--- src/rtl/lst_pkg.sv ---
// Purpose: shared constants, types and helpers of the light sensor back end
// Assumes: 25 MHz system clock, byte-wide register map behind a two-wire serial slave
// Notes:   oscillator rates are derived from the system clock by division
`default_nettype none
package lst_pkg;
    // ------------------------------------------------------------
    // clock and oscillator rates
    // ------------------------------------------------------------
    localparam int CLK_KHZ      = 25000;
    localparam int OSC_FAST_KHZ = 655;
    localparam int OSC_SLOW_KHZ = 327;
    localparam int OSC_FAST_DIV = CLK_KHZ / OSC_FAST_KHZ;
    localparam int OSC_SLOW_DIV = 2 * OSC_FAST_DIV;
    // ------------------------------------------------------------
    // register offsets
    // ------------------------------------------------------------
    localparam logic [5:0] REG_CMD    = 6'h00;
    localparam logic [5:0] REG_CTRL   = 6'h01;
    localparam logic [5:0] REG_UPPER  = 6'h02;
    localparam logic [5:0] REG_LOWER  = 6'h03;
    localparam logic [5:0] REG_RD_LO  = 6'h04;
    localparam logic [5:0] REG_RD_HI  = 6'h05;
    localparam logic [5:0] REG_CC_LO  = 6'h06;
    localparam logic [5:0] REG_CC_HI  = 6'h07;
    // ------------------------------------------------------------
    // field positions and reset values
    // ------------------------------------------------------------
    localparam int CMD_EN_BIT     = 7;
    localparam int CMD_TIMING_BIT = 5;
    localparam int CTRL_FLAG_BIT  = 5;
    localparam int CTRL_RANGE_HI  = 3;
    localparam int ADDR_SYNC_BIT  = 7;
    localparam int ADDR_CLEAR_BIT = 6;
    localparam logic [7:0] CMD_RST   = 8'h00;
    localparam logic [3:0] CTRL_RST  = 4'h0;
    localparam logic [7:0] UPPER_RST = 8'hFF;
    localparam logic [7:0] LOWER_RST = 8'h00;
    // ------------------------------------------------------------
    // conversion lengths, persistence counts, full-scale spans
    // ------------------------------------------------------------
    localparam logic [16:0] WIDTH_CYC_0 = 17'h10000;
    localparam logic [16:0] WIDTH_CYC_1 = 17'h01000;
    localparam logic [16:0] WIDTH_CYC_2 = 17'h00100;
    localparam logic [16:0] WIDTH_CYC_3 = 17'h00010;
    localparam logic [4:0]  PERSIST_M_0 = 5'h01;
    localparam logic [4:0]  PERSIST_M_1 = 5'h04;
    localparam logic [4:0]  PERSIST_M_2 = 5'h08;
    localparam logic [4:0]  PERSIST_M_3 = 5'h10;
    localparam int FULL_SCALE_SPAN_1 = 973;
    localparam int FULL_SCALE_SPAN_2 = 3892;
    localparam int FULL_SCALE_SPAN_3 = 15568;
    localparam int FULL_SCALE_SPAN_4 = 62272;
    // ------------------------------------------------------------
    // serial slave states
    // ------------------------------------------------------------
    typedef enum logic [3:0] {
        LST_IDLE, LST_ADDR, LST_ADDR_ACK, LST_REG, LST_REG_ACK,
        LST_WDATA, LST_WDATA_ACK, LST_RDATA, LST_RACK
    } lst_state_t;

    function automatic logic [16:0] width_cycles(input logic [1:0] code);
        unique case (code)
            2'b00: width_cycles = WIDTH_CYC_0;
            2'b01: width_cycles = WIDTH_CYC_1;
            2'b10: width_cycles = WIDTH_CYC_2;
            2'b11: width_cycles = WIDTH_CYC_3;
        endcase
    endfunction

    function automatic logic [4:0] persist_m(input logic [1:0] code);
        unique case (code)
            2'b00: persist_m = PERSIST_M_0;
            2'b01: persist_m = PERSIST_M_1;
            2'b10: persist_m = PERSIST_M_2;
            2'b11: persist_m = PERSIST_M_3;
        endcase
    endfunction

    function automatic logic [15:0] sat16(input logic [16:0] v);
        sat16 = v[16] ? 16'hFFFF : v[15:0];
    endfunction
endpackage
`default_nettype wire

--- src/rtl/lst_sync.sv ---
// Purpose: two-stage synchroniser for pin inputs
// Assumes: inputs are asynchronous to clk_i
// Notes:   first stage feeds only the second
`default_nettype none
module lst_sync #(
    parameter int W = 2
) (
    // clock and reset
    input  wire logic         clk_i,
    input  wire logic         sys_rst_i,
    // data
    input  wire logic [W-1:0] d_i,
    output logic      [W-1:0] q_o
);
    logic [W-1:0] meta;

    always_ff @(posedge clk_i)
    begin
        if (sys_rst_i)
        begin
            meta <= '1;
            q_o  <= '1;
        end
        else
        begin
            meta <= d_i;
            q_o  <= meta;
        end
    end
endmodule
`default_nettype wire

--- src/rtl/lst_osc.sv ---
// Purpose: dual-rate conversion oscillator as a one-cycle enable pulse
// Assumes: fast rate is the system clock divided by DIV_FAST
// Notes:   slow rate is exactly half the fast rate
`default_nettype none
module lst_osc #(
    parameter int DIV_FAST = lst_pkg::OSC_FAST_DIV
) (
    // clock and reset
    input  wire logic clk_i,
    input  wire logic sys_rst_i,
    // rate select
    input  wire logic fast_i,
    // enable pulse
    output logic      tick_o
);
    import lst_pkg::*;
    localparam logic [7:0] LIM_FAST = 8'(DIV_FAST - 1);
    localparam logic [7:0] LIM_SLOW = 8'(2 * DIV_FAST - 1);
    logic [7:0] cnt;
    logic       wrap;

    assign wrap = (cnt >= (fast_i ? LIM_FAST : LIM_SLOW));

    always_ff @(posedge clk_i)
    begin
        if (sys_rst_i)
        begin
            cnt    <= 8'h00;
            tick_o <= 1'b0;
        end
        else
        begin
            cnt    <= wrap ? 8'h00 : cnt + 8'h01;
            tick_o <= wrap;
        end
    end
endmodule
`default_nettype wire

--- src/rtl/lst_top.sv ---
// Purpose: light sensor back end: registers, integration timing, threshold interrupt
// Assumes: charge_i is the front-end count qualifier on clk_i; scl/sda are pins
// Notes:   sda is open drain; sda_oe_o high pulls the line low
//
// How it works
// - flag bit 5 set on threshold trigger
// - writing zero to flag clears it
// - bits 3:2 pick range index one to four
// - oscillator half rate for ranges one, two
// - trigger only after m consecutive out readings
// - bits 1:0 give m of 1,4,8,16
// - upper threshold resets to all ones
// - lower threshold resets zero, holds written byte
// - threshold byte is upper byte, low zero
// - reading registers refresh each integration end
// - reading low at 04, high at 05
// - timer counts oscillator ticks while integrating
// - timer captured with the reading
// - timer low at 06, high at 07
// - timer is full-scale count in external mode
// - internal mode integrates two-to-the-n ticks
// - control register readable and writable at 01
// - width bits pick 65536,4096,256,16 ticks
// - address bit 6 clears, bit 7 syncs
// - command bit 5 selects external timing
`default_nettype none
module lst_top #(
    parameter logic [6:0] DEV_ADDR = 7'h2A   // arbitrary value
) (
    // clock and reset
    input  wire logic clk_i,
    input  wire logic sys_rst_i,
    // serial bus pins
    input  wire logic scl_i,
    input  wire logic sda_i,
    output logic      sda_o,
    output logic      sda_oe_o,
    // front end
    input  wire logic charge_i,
    // interrupt pin
    output logic      int_n_o
);
    import lst_pkg::*;

    // ------------------------------------------------------------
    // pin sampling and bus events
    // ------------------------------------------------------------
    logic [1:0] pins_s;
    logic       scl_s, sda_s, scl_q, sda_q;
    logic       scl_rise, scl_fall, bus_start, bus_stop;

    lst_sync #(.W(2)) u_sync (
        .clk_i     (clk_i),
        .sys_rst_i (sys_rst_i),
        .d_i       ({scl_i, sda_i}),
        .q_o       (pins_s)
    );

    assign scl_s     = pins_s[1];
    assign sda_s     = pins_s[0];
    assign scl_rise  = scl_s & ~scl_q;
    assign scl_fall  = ~scl_s & scl_q;
    assign bus_start = scl_s & scl_q & sda_q & ~sda_s;
    assign bus_stop  = scl_s & scl_q & ~sda_q & sda_s;

    always_ff @(posedge clk_i)
    begin
        if (sys_rst_i)
        begin
            scl_q <= 1'b1;
            sda_q <= 1'b1;
            sda_o <= 1'b0;
        end
        else
        begin
            scl_q <= scl_s;
            sda_q <= sda_s;
            sda_o <= 1'b0;
        end
    end

    // ------------------------------------------------------------
    // register state
    // ------------------------------------------------------------
    logic [7:0]  cmd, upper, lower;
    logic [3:0]  ctrl_cfg;
    logic        flag, next_flag;
    logic [15:0] reading, cycle_count;
    logic [7:0]  rd_byte;
    logic        wr_stb, addr_stb;
    logic [5:0]  wr_ptr, ptr;
    logic [7:0]  wr_data, addr_byte;

    always_comb
    begin
        unique case (ptr)
            REG_CMD:   rd_byte = cmd;
            REG_CTRL:  rd_byte = {2'b00, flag, 1'b0, ctrl_cfg};
            REG_UPPER: rd_byte = upper;
            REG_LOWER: rd_byte = lower;
            REG_RD_LO: rd_byte = reading[7:0];
            REG_RD_HI: rd_byte = reading[15:8];
            REG_CC_LO: rd_byte = cycle_count[7:0];
            REG_CC_HI: rd_byte = cycle_count[15:8];
            default:   rd_byte = 8'h00;
        endcase
    end

    // ------------------------------------------------------------
    // serial slave
    // ------------------------------------------------------------
    lst_state_t state;
    logic [2:0] bit_cnt;
    logic [7:0] shift, tx;
    logic       byte_done, rw, mack;

    always_ff @(posedge clk_i)
    begin
        if (sys_rst_i)
        begin
            state     <= LST_IDLE;
            bit_cnt   <= 3'h0;
            shift     <= 8'h00;
            tx        <= 8'h00;
            byte_done <= 1'b0;
            rw        <= 1'b0;
            mack      <= 1'b0;
            ptr       <= 6'h00;
            sda_oe_o  <= 1'b0;
            wr_stb    <= 1'b0;
            wr_ptr    <= 6'h00;
            wr_data   <= 8'h00;
            addr_stb  <= 1'b0;
            addr_byte <= 8'h00;
        end
        else
        begin
            wr_stb   <= 1'b0;
            addr_stb <= 1'b0;
            if (bus_start)
            begin
                state     <= LST_ADDR;
                bit_cnt   <= 3'h0;
                byte_done <= 1'b0;
                sda_oe_o  <= 1'b0;
            end
            else if (bus_stop)
            begin
                state    <= LST_IDLE;
                sda_oe_o <= 1'b0;
            end
            else if (scl_rise)
            begin
                unique case (state)
                    LST_ADDR, LST_REG, LST_WDATA:
                    begin
                        shift     <= {shift[6:0], sda_s};
                        bit_cnt   <= bit_cnt + 3'h1;
                        byte_done <= (bit_cnt == 3'h7);
                    end
                    LST_RDATA:
                    begin
                        bit_cnt   <= bit_cnt + 3'h1;
                        byte_done <= (bit_cnt == 3'h7);
                    end
                    LST_RACK: mack <= ~sda_s;
                    LST_IDLE, LST_ADDR_ACK, LST_REG_ACK, LST_WDATA_ACK: ;
                endcase
            end
            else if (scl_fall)
            begin
                unique case (state)
                    LST_ADDR:
                    if (byte_done)
                    begin
                        byte_done <= 1'b0;
                        if (shift[7:1] == DEV_ADDR)
                        begin
                            rw       <= shift[0];
                            state    <= LST_ADDR_ACK;
                            sda_oe_o <= 1'b1;
                        end
                        else
                            state <= LST_IDLE;
                    end
                    LST_ADDR_ACK, LST_RACK:
                    if (state == LST_RACK && !mack)
                    begin
                        state    <= LST_IDLE;
                        sda_oe_o <= 1'b0;
                    end
                    else if (state == LST_RACK || rw)
                    begin
                        state    <= LST_RDATA;
                        tx       <= {rd_byte[6:0], 1'b0};
                        sda_oe_o <= ~rd_byte[7];
                        ptr      <= ptr + 6'h01;
                    end
                    else
                    begin
                        state    <= LST_REG;
                        sda_oe_o <= 1'b0;
                    end
                    LST_REG:
                    if (byte_done)
                    begin
                        byte_done <= 1'b0;
                        addr_stb  <= 1'b1;
                        addr_byte <= shift;
                        ptr       <= shift[5:0];
                        state     <= LST_REG_ACK;
                        sda_oe_o  <= 1'b1;
                    end
                    LST_REG_ACK, LST_WDATA_ACK:
                    begin
                        state    <= LST_WDATA;
                        sda_oe_o <= 1'b0;
                    end
                    LST_WDATA:
                    if (byte_done)
                    begin
                        byte_done <= 1'b0;
                        wr_stb    <= 1'b1;
                        wr_ptr    <= ptr;
                        wr_data   <= shift;
                        ptr       <= ptr + 6'h01;
                        state     <= LST_WDATA_ACK;
                        sda_oe_o  <= 1'b1;
                    end
                    LST_RDATA:
                    if (byte_done)
                    begin
                        byte_done <= 1'b0;
                        state     <= LST_RACK;
                        sda_oe_o  <= 1'b0;
                    end
                    else
                    begin
                        sda_oe_o <= ~tx[7];
                        tx       <= {tx[6:0], 1'b0};
                    end
                    LST_IDLE: ;
                endcase
            end
        end
    end

    // ------------------------------------------------------------
    // writable registers
    // ------------------------------------------------------------
    always_ff @(posedge clk_i)
    begin
        if (sys_rst_i)
        begin
            cmd      <= CMD_RST;
            ctrl_cfg <= CTRL_RST;
            upper    <= UPPER_RST;
            lower    <= LOWER_RST;
        end
        else if (wr_stb)
        begin
            if (wr_ptr == REG_CMD)
                cmd <= wr_data;
            if (wr_ptr == REG_CTRL)
                ctrl_cfg <= wr_data[3:0];
            if (wr_ptr == REG_UPPER)
                upper <= wr_data;
            if (wr_ptr == REG_LOWER)
                lower <= wr_data;
        end
    end

    // ------------------------------------------------------------
    // oscillator and integration
    // ------------------------------------------------------------
    logic        tick, running, ext_mode, adc_en, sync_cmd, end_int;
    logic [16:0] int_cnt, light_cnt, next_int, next_light;
    logic        inc;

    lst_osc u_osc (
        .clk_i     (clk_i),
        .sys_rst_i (sys_rst_i),
        .fast_i    (ctrl_cfg[CTRL_RANGE_HI]),
        .tick_o    (tick)
    );

    assign ext_mode = cmd[CMD_TIMING_BIT];
    assign adc_en   = cmd[CMD_EN_BIT];
    assign sync_cmd = addr_stb & addr_byte[ADDR_SYNC_BIT];
    assign inc      = tick & running & (int_cnt != 17'h1FFFF);

    always_comb
    begin
        next_int   = int_cnt + {16'h0000, inc};
        next_light = light_cnt + {16'h0000, inc & charge_i};
        end_int    = running & (ext_mode ? sync_cmd
                   : (tick && next_int == width_cycles(cmd[1:0])));
    end

    always_ff @(posedge clk_i)
    begin
        if (sys_rst_i || !adc_en)
        begin
            running   <= 1'b0;
            int_cnt   <= 17'h00000;
            light_cnt <= 17'h00000;
        end
        else if (end_int)
        begin
            int_cnt   <= 17'h00000;
            light_cnt <= 17'h00000;
        end
        else if (!running)
            running <= ext_mode ? sync_cmd : 1'b1;
        else
        begin
            int_cnt   <= next_int;
            light_cnt <= next_light;
        end
    end

    always_ff @(posedge clk_i)
    begin
        if (sys_rst_i)
        begin
            reading     <= 16'h0000;
            cycle_count <= 16'h0000;
        end
        else if (end_int)
        begin
            reading     <= sat16(next_light);
            cycle_count <= sat16(next_int);
        end
    end

    // ------------------------------------------------------------
    // threshold window, persistence, flag and pin
    // ------------------------------------------------------------
    logic [15:0] new_read, upper_cmp, lower_cmp;
    logic        out_win, hit, set_evt, clr_evt;
    logic [4:0]  persist_cnt;

    always_comb
    begin
        new_read  = sat16(next_light);
        upper_cmp = {upper, 8'h00};
        lower_cmp = {lower, 8'h00};
        out_win   = (new_read > upper_cmp) || (new_read < lower_cmp);
        hit       = (persist_cnt + 5'h01) >= persist_m(ctrl_cfg[1:0]);
        set_evt   = end_int & out_win & hit;
        clr_evt   = (wr_stb & (wr_ptr == REG_CTRL) & ~wr_data[CTRL_FLAG_BIT])
                  | (addr_stb & addr_byte[ADDR_CLEAR_BIT]);
        next_flag = set_evt | (flag & ~clr_evt);
    end

    always_ff @(posedge clk_i)
    begin
        if (sys_rst_i)
            persist_cnt <= 5'h00;
        else if (end_int)
            persist_cnt <= (out_win && !hit) ? persist_cnt + 5'h01 : 5'h00;
    end

    always_ff @(posedge clk_i)
    begin
        if (sys_rst_i)
        begin
            flag    <= 1'b0;
            int_n_o <= 1'b1;
        end
        else
        begin
            flag    <= next_flag;
            int_n_o <= ~next_flag;
        end
    end

    // ------------------------------------------------------------
    // checks
    // ------------------------------------------------------------
    logic [7:0] gap;
    logic       gap_ok, fast_q;

    always_ff @(posedge clk_i)
    begin
        if (sys_rst_i)
        begin
            gap    <= 8'h00;
            gap_ok <= 1'b0;
            fast_q <= 1'b0;
        end
        else
        begin
            fast_q <= ctrl_cfg[CTRL_RANGE_HI];
            gap    <= tick ? 8'h00 : gap + 8'h01;
            if (ctrl_cfg[CTRL_RANGE_HI] != fast_q)
                gap_ok <= 1'b0;
            else if (tick)
                gap_ok <= 1'b1;
        end
    end

    a_flag_set: assert property (@(posedge clk_i) disable iff (sys_rst_i)
        end_int && out_win && hit |=> flag && !int_n_o)
        else $error("flag not set on persistent out-of-window reading");
    a_flag_wr_clear: assert property (@(posedge clk_i) disable iff (sys_rst_i)
        wr_stb && wr_ptr == REG_CTRL && !wr_data[5] && !set_evt |=> !flag && int_n_o)
        else $error("flag not cleared by zero write");
    a_addr_clear: assert property (@(posedge clk_i) disable iff (sys_rst_i)
        addr_stb && addr_byte[6] && !set_evt |=> !flag)
        else $error("flag not cleared by clear address bit");
    a_pin_holds: assert property (@(posedge clk_i) disable iff (sys_rst_i)
        !int_n_o && !clr_evt |=> !int_n_o)
        else $error("interrupt pin released without clear");
    a_inwin_reset: assert property (@(posedge clk_i) disable iff (sys_rst_i)
        end_int && !out_win && !clr_evt |=> persist_cnt == 5'h00 && $stable(flag))
        else $error("in-window reading did not reset persistence");
    a_pair_update: assert property (@(posedge clk_i) disable iff (sys_rst_i)
        end_int |=> reading == $past(new_read) && cycle_count == sat16($past(next_int)))
        else $error("reading and timer not captured together");
    a_int_length: assert property (@(posedge clk_i) disable iff (sys_rst_i)
        end_int && !ext_mode |=> cycle_count == sat16(width_cycles($past(cmd[1:0]))))
        else $error("internal integration length wrong");
    a_osc_rate: assert property (@(posedge clk_i) disable iff (sys_rst_i)
        tick && gap_ok && $stable(ctrl_cfg[3]) |->
        gap == (ctrl_cfg[3] ? 8'(OSC_FAST_DIV - 1) : 8'(OSC_SLOW_DIV - 1)))
        else $error("oscillator period wrong for range");
    a_thr_reset: assert property (@(posedge clk_i)
        $fell(sys_rst_i) |-> upper == 8'hFF && lower == 8'h00)
        else $error("threshold reset values wrong");
    a_ext_sync: assert property (@(posedge clk_i) disable iff (sys_rst_i)
        adc_en && ext_mode && running && sync_cmd |-> end_int ##1 int_cnt == 17'h00000)
        else $error("sync write did not end external integration");

    c_flag_rise: cover property (@(posedge clk_i) disable iff (sys_rst_i) $rose(flag));
    c_ext_end:   cover property (@(posedge clk_i) disable iff (sys_rst_i) end_int && ext_mode);
    c_rd_data:   cover property (@(posedge clk_i) disable iff (sys_rst_i)
        state == LST_RDATA && ptr == REG_RD_HI);
    c_persist:   cover property (@(posedge clk_i) disable iff (sys_rst_i)
        set_evt && ctrl_cfg[1:0] == 2'b11);
endmodule
`default_nettype wire

--- config.mk ---
export PLATFORM = sky130hd
export DESIGN_NAME = lst_top
export DESIGN_NICKNAME = d
export VERILOG_FILES = /design/src/rtl/lst_pkg.sv /design/src/rtl/lst_sync.sv /design/src/rtl/lst_osc.sv /design/src/rtl/lst_top.sv
export SDC_FILE = /design/constraint.sdc
export NUM_CORES = 1
export LEC_CHECK = 0
export CELL_PAD_IN_SITES_DETAIL_PLACEMENT = 2
export CELL_PAD_IN_SITES_GLOBAL_PLACEMENT = 2
export CORE_MARGIN = 5
export CORE_UTILIZATION = 35
export CTS_BUF_LIST = sky130_fd_sc_hd__clkbuf_2
export CTS_CLUSTER_DIAMETER = 200
export DETAILED_ROUTE_END_ITERATION = 16
export DONT_BUFFER_PORTS = 1
export GPL_ROUTABILITY_DRIVEN = 1
export HOLD_SLACK_MARGIN = 0.02
export PLACE_DENSITY = 0.72
export SLEW_MARGIN = 30
export SYNTH_ARGS = -nofsm -noshare
export SYNTH_HDL_FRONTEND = slang
export SYNTH_HIERARCHICAL = 1
export SYNTH_SLANG_ARGS = --single-unit
--- constraint.sdc ---
create_clock -name clk_i -period 4.5 [get_ports clk_i]
set_input_delay 0 -clock clk_i [delete_from_list [all_inputs] [get_ports clk_i]]
set_output_delay 0 -clock clk_i [all_outputs]
set_load 0.05 [all_outputs]
==> summary.md <==
| Metric | Value |
|---|---|
| Outcome | `complete, no violations` |
| Pin count of the biggest net entering global routing | `131` |
| Fin Clk Skew | `0.0442 ns` |
| Worst Tran Pin Value | `0.796 ns` |
| Number of standard cells in the layout, taps in and fillers out | `1371` |
| CTS tree | `built` |
| Number of synthesized flops with an enable pin | `0` |
| Storage cell area | `3350 um2` |
| Ys Warns | `6` |
| Highest achievable clock rate | `242 MHz` |
| Combinational fraction of design power | `0.021` |
| Post-synthesis sequential element count | `167` |
| Peak supply drop | `0.117 mV` |
| Required time of the critical path | `5.20 ns` |
| Floorplan Core Area | `25000 um2` |
| Switching part of the total power | `0.275` |
| Area Overhead vs Synth | `8.15%` |
| Class of the tightest hold or removal check | `primary input to flip-flop` |
| Number of buffer cells added on primary ports | `0` |
| Min-delay src | `charge_i` |
| Final worst path period share | `0.917` |
| Buf/Inv on CP | `1` |
| Initial standard-cell utilization of the core | `0.353` |
| Total instance count after detailed placement | `1329` |
| Count of final setup violators | `0` |
| DR iter-0 viols | `387` |
| Initial antenna violation count | `1` |
| Top area cells in the synthesized netlist | `dfxtp_1, nor2_1, mux2i_1, ha_1, xnor2_1` |
| Tot GR Track Use | `0.190` |
| List of cells traversed by the critical path | `and4_1 -> nand4_1 -> nor3_2 -> nor2_1 -> and2_1 -> ha_1 -> ha_2 -> nand3_2 -> nor4_4 -> xnor2_2 -> buf_4 -> nand2_1 -> ha_1 -> nand3_1 -> nor4_2 -> o2111ai_2 -> a32oi_2 -> nor3_1 -> o21ai_0 -> o21ai_1` |
| Endpoint of the worst-slack reg-to-reg timing path | `persist_cnt[2]` |
| Via count of the first global-routing pass | `7867` |
| H-tree depth | `4` |
| Share of power burned in the clock network | `0.324` |
| Crit end category | `flip-flop` |
| Detail Route Antenna Nets | `0` |
| Sequential cell area fraction in the yosys report | `0.379` |
| Total iterations of the first detailed-routing run | `5` |
| Core occupancy in the finished layout | `0.381` |
| Number of cells on the worst hold path | `5` |
| Area of the multi-input gates | `5140 um2` |
| Power Density | `239 nW/um2` |
| Synth Instances | `1043` |
| Reg-to-reg critical path startpoint | `int_cnt[1]` |
| Static leakage | `3.57 nW` |
| Insertion delay to the later sink of the worst-skew pair | `0.77 ns` |
| Mean instance size in the synthesized netlist | `8.47 um2` |
| Crit path time final | `4.13 ns` |
| Highest-delay cell along the critical path | `dfxtp_2` |
| Switching power summed over all nets | `0.629 mW` |
| Count of pins over their slew limit | `0` |
| Overflow left after global routing | `0` |
| Flop pwr share | `0.655` |
| Max Buffers Root-to-Sink | `2` |
| Worst slew margin relative to its limit | `0.469` |
| Critical path peak fanout | `8` |
| Sum of net half-perimeters after detailed placement | `19500 um` |
| Number of logic stages on the critical path including buffering | `20` |
| Die Outline Area | `28500 um2` |
| Post-synth cell types | `64` |
| Boundary pin count | `8` |
| TritonCTS Sinks | `167` |
| Clock edge transition at the registers on the reported setup and hold paths | `0.27 ns` |
| Final Hold Vio Count | `0` |
| Total clock buffers created by CTS | `17` |
| Crit path top cell by count | `ha_1` |
| Max_cap viols | `0` |
| Width of the chip | `169 um` |
| Filler cells | `2862` |
| Worst Hold Slack | `0.271 ns` |
| Layout cells sized above 1 | `0.0962` |
| Synth top area share | `0.379` |
| Drt wl/cell | `19.5 um` |
| Register-to-Register Setup Slack | `0.37 ns` |
| Worst path top cell family by delay | `simple AND/OR/NAND/NOR gates` |
| Critical Path Start Type | `flip-flop` |
| Library cell occupying the most area in the post-synthesis netlist | `dfxtp_1` |
| Total internal power | `1.65 mW` |
| Cell Area, Synth | `8830 um2` |
| Path type of the worst setup path | `flip-flop to flip-flop` |
| Post-synthesis net count | `1084` |
| Share of flip-flops with an asynchronous set or reset after synthesis | `0` |
| Floorplan row count | `58` |
| Main flop type after synthesis | `dfxtp_1` |
| Destination of the worst hold path | `light_cnt[0]` |
| Register-to-Register Path Depth | `20` |
| Post-layout net count | `1068` |
| Largest stage delay, worst path | `0.42 ns` |
| RD Place Congestion | `0.819` |
| CTS Root Buffer Type | `clkbuf_2` |
| Remaining DRCs | `0` |
| Final wirelength | `26700 um` |
| Vias post-DR | `7448` |
| Number of vias per cell | `5.43` |
| Global-route wire length before repair | `43300 um` |
| DIE HEIGHT | `169 um` |
| Signal arrival time at the worst endpoint | `4.83 ns` |
-- worst max path at each step --
| stage | from | to | slack (ns) |
|---|---|---|---|
| 2_1_floorplan | int_cnt[10] | int_n_o | 0.19 |
| 3_3_place_gp | int_cnt[9] | persist_cnt[2] | 0.31 |
| 3_5_place_dp | int_cnt[8] | persist_cnt[4] | 0.11 |
| 4_1_cts | int_cnt[9] | persist_cnt[4] | 0.1 |
| 5_1_grt | int_cnt[4] | persist_cnt[2] | -0.03 |
| 6_report | int_cnt[1] | persist_cnt[2] | 0.37 |
-- layer usage --
layer | share of wire | vias up | track usage
li1 | - | 3639 | -
met1 | 0.48 | 3733 | 0.254
met2 | 0.49 | 58 | 0.325
met3 | 0.022 | 18 | 0.0273
met4 | 0.010 | 0 | 0.0409
met5 | 0 | - | 0
-- power by group through the flow --
| stage | logic (mW) | clock network (mW) | registers [mW] |
|---|---|---|---|
| floorplan | 0.0346 | 0 | 1.52 |
| global placement | 0.0216 | 0 | 1.52 |
| detailed placement | 0.0231 | 0 | 1.52 |
| CTS | 0.0488 | 0.784 | 1.50 |
| global route | 0.0534 | 0.840 | 1.50 |
| finish | 0.0480 | 0.739 | 1.50 |
-- cell usage after synthesis (4+ instances only) --
cell type  count
buf_2         16
ha_1          36
a211oi_1      14
a22oi_1       29
nor4_1         8
nand3b_1       5
nand2_1       73
a31oi_1        4
and2_1         7
a311oi_1      20
a211o_1        9
nor3b_1       10
o21ai_0       24
dfxtp_1      167
or2_2          4
nor2_1       167
a21oi_1       34
nor3_1        24
o21a_1         4
and3_1        23
nor2b_1       10
mux2i_1       58
nand2b_1       7
xor2_1        37
xnor2_1       37
clkbuf_1      49
o21bai_1       4
inv_1         29
or3_1          4
nand4_1       24
nand3_1       42
o211ai_1       4
or2_1          4
o31ai_1        5
nor3_2         7
-- tightest hold or removal path, cell delays in order --
cell and delay [ns]:
dlygate4sd3_1 0.54, and2_1 0.14, ha_1 0.19, mux2i_1 0.09
nor2_1 0.07
-- through the flow --
stage / TNS, ns / total power [mW] / setup WS [ns] / cell area [um2]
2_1_floorplan: 0 / 1.55 / 0.189 / 8830
3_3_place_gp: 0 / 1.54 / 0.312 / 9170
3_5_place_dp: 0 / 1.55 / 0.110 / 9170
4_1_cts: 0 / 2.33 / 0.0956 / 9460
5_1_grt: -0.0355 / 2.39 / -0.0313 / 9550
6_report: 0 / 2.28 / 0.373 / 9550
-- area by class of cell --
type / instances / area share
tap: 330 / 0.0432
multi-input combinational: 774 / 0.538
timing repair buffer: 38 / 0.0364
inverter: 29 / 0.0114
antenna: 1 / 0.000262
sequential: 167 / 0.351
clock buffer: 18 / 0.00943
clock inverter: 14 / 0.0106
-- state kept, by name (all words and copies together) (netlist names), 2 cells and up --
signal / cells
wr_ptr: 6
lower: 8
upper: 8
u_sync/meta: 2
bit_cnt: 3
addr_byte: 2
persist_cnt: 5
wr_data: 8
u_sync/q_o: 2
cycle_count: 16
shift: 8
cmd: 8
int_cnt: 17
tx: 7
u_osc/cnt: 8
light_cnt: 17
state: 4
ptr: 6
ctrl_cfg: 4
reading: 16
-- kinds of logic after synthesis --
family | Yosys count | synth area share
DFF | 167 | 0.379
adders and majority gates | 36 | 0.0510
and+or+nand+nor | 431 | 0.242
buffers and inverters | 102 | 0.0487
muxes | 58 | 0.0657
xor gates and xnor gates | 74 | 0.0734
other | 1 | 0.000425
AOI/OAI and AO/OA | 174 | 0.140
-- cells in the final DEF (no fill, tap or decap), drive strengths merged, types with 20 or more instances in the layout --
cell and instances:
ha 36, a311oi 20, nand3 42, nand4 25
buf 31, nor3 31, inv 33, and3 23
dfxtp 167, o21ai 25, xor2 37, a22oi 29
mux2i 58, nand2 73, xnor2 37, nor2 167
a21oi 34
-- repair_timing --
item	4_1_cts	5_1_grt
resized for setup	0	17
buffers inserted	0	1
endpoints found under the setup margin	0	8
hold buffers	8	0
hold endpoints to repair	167	0
Note: power is estimated with default switching activity, not from simulation.
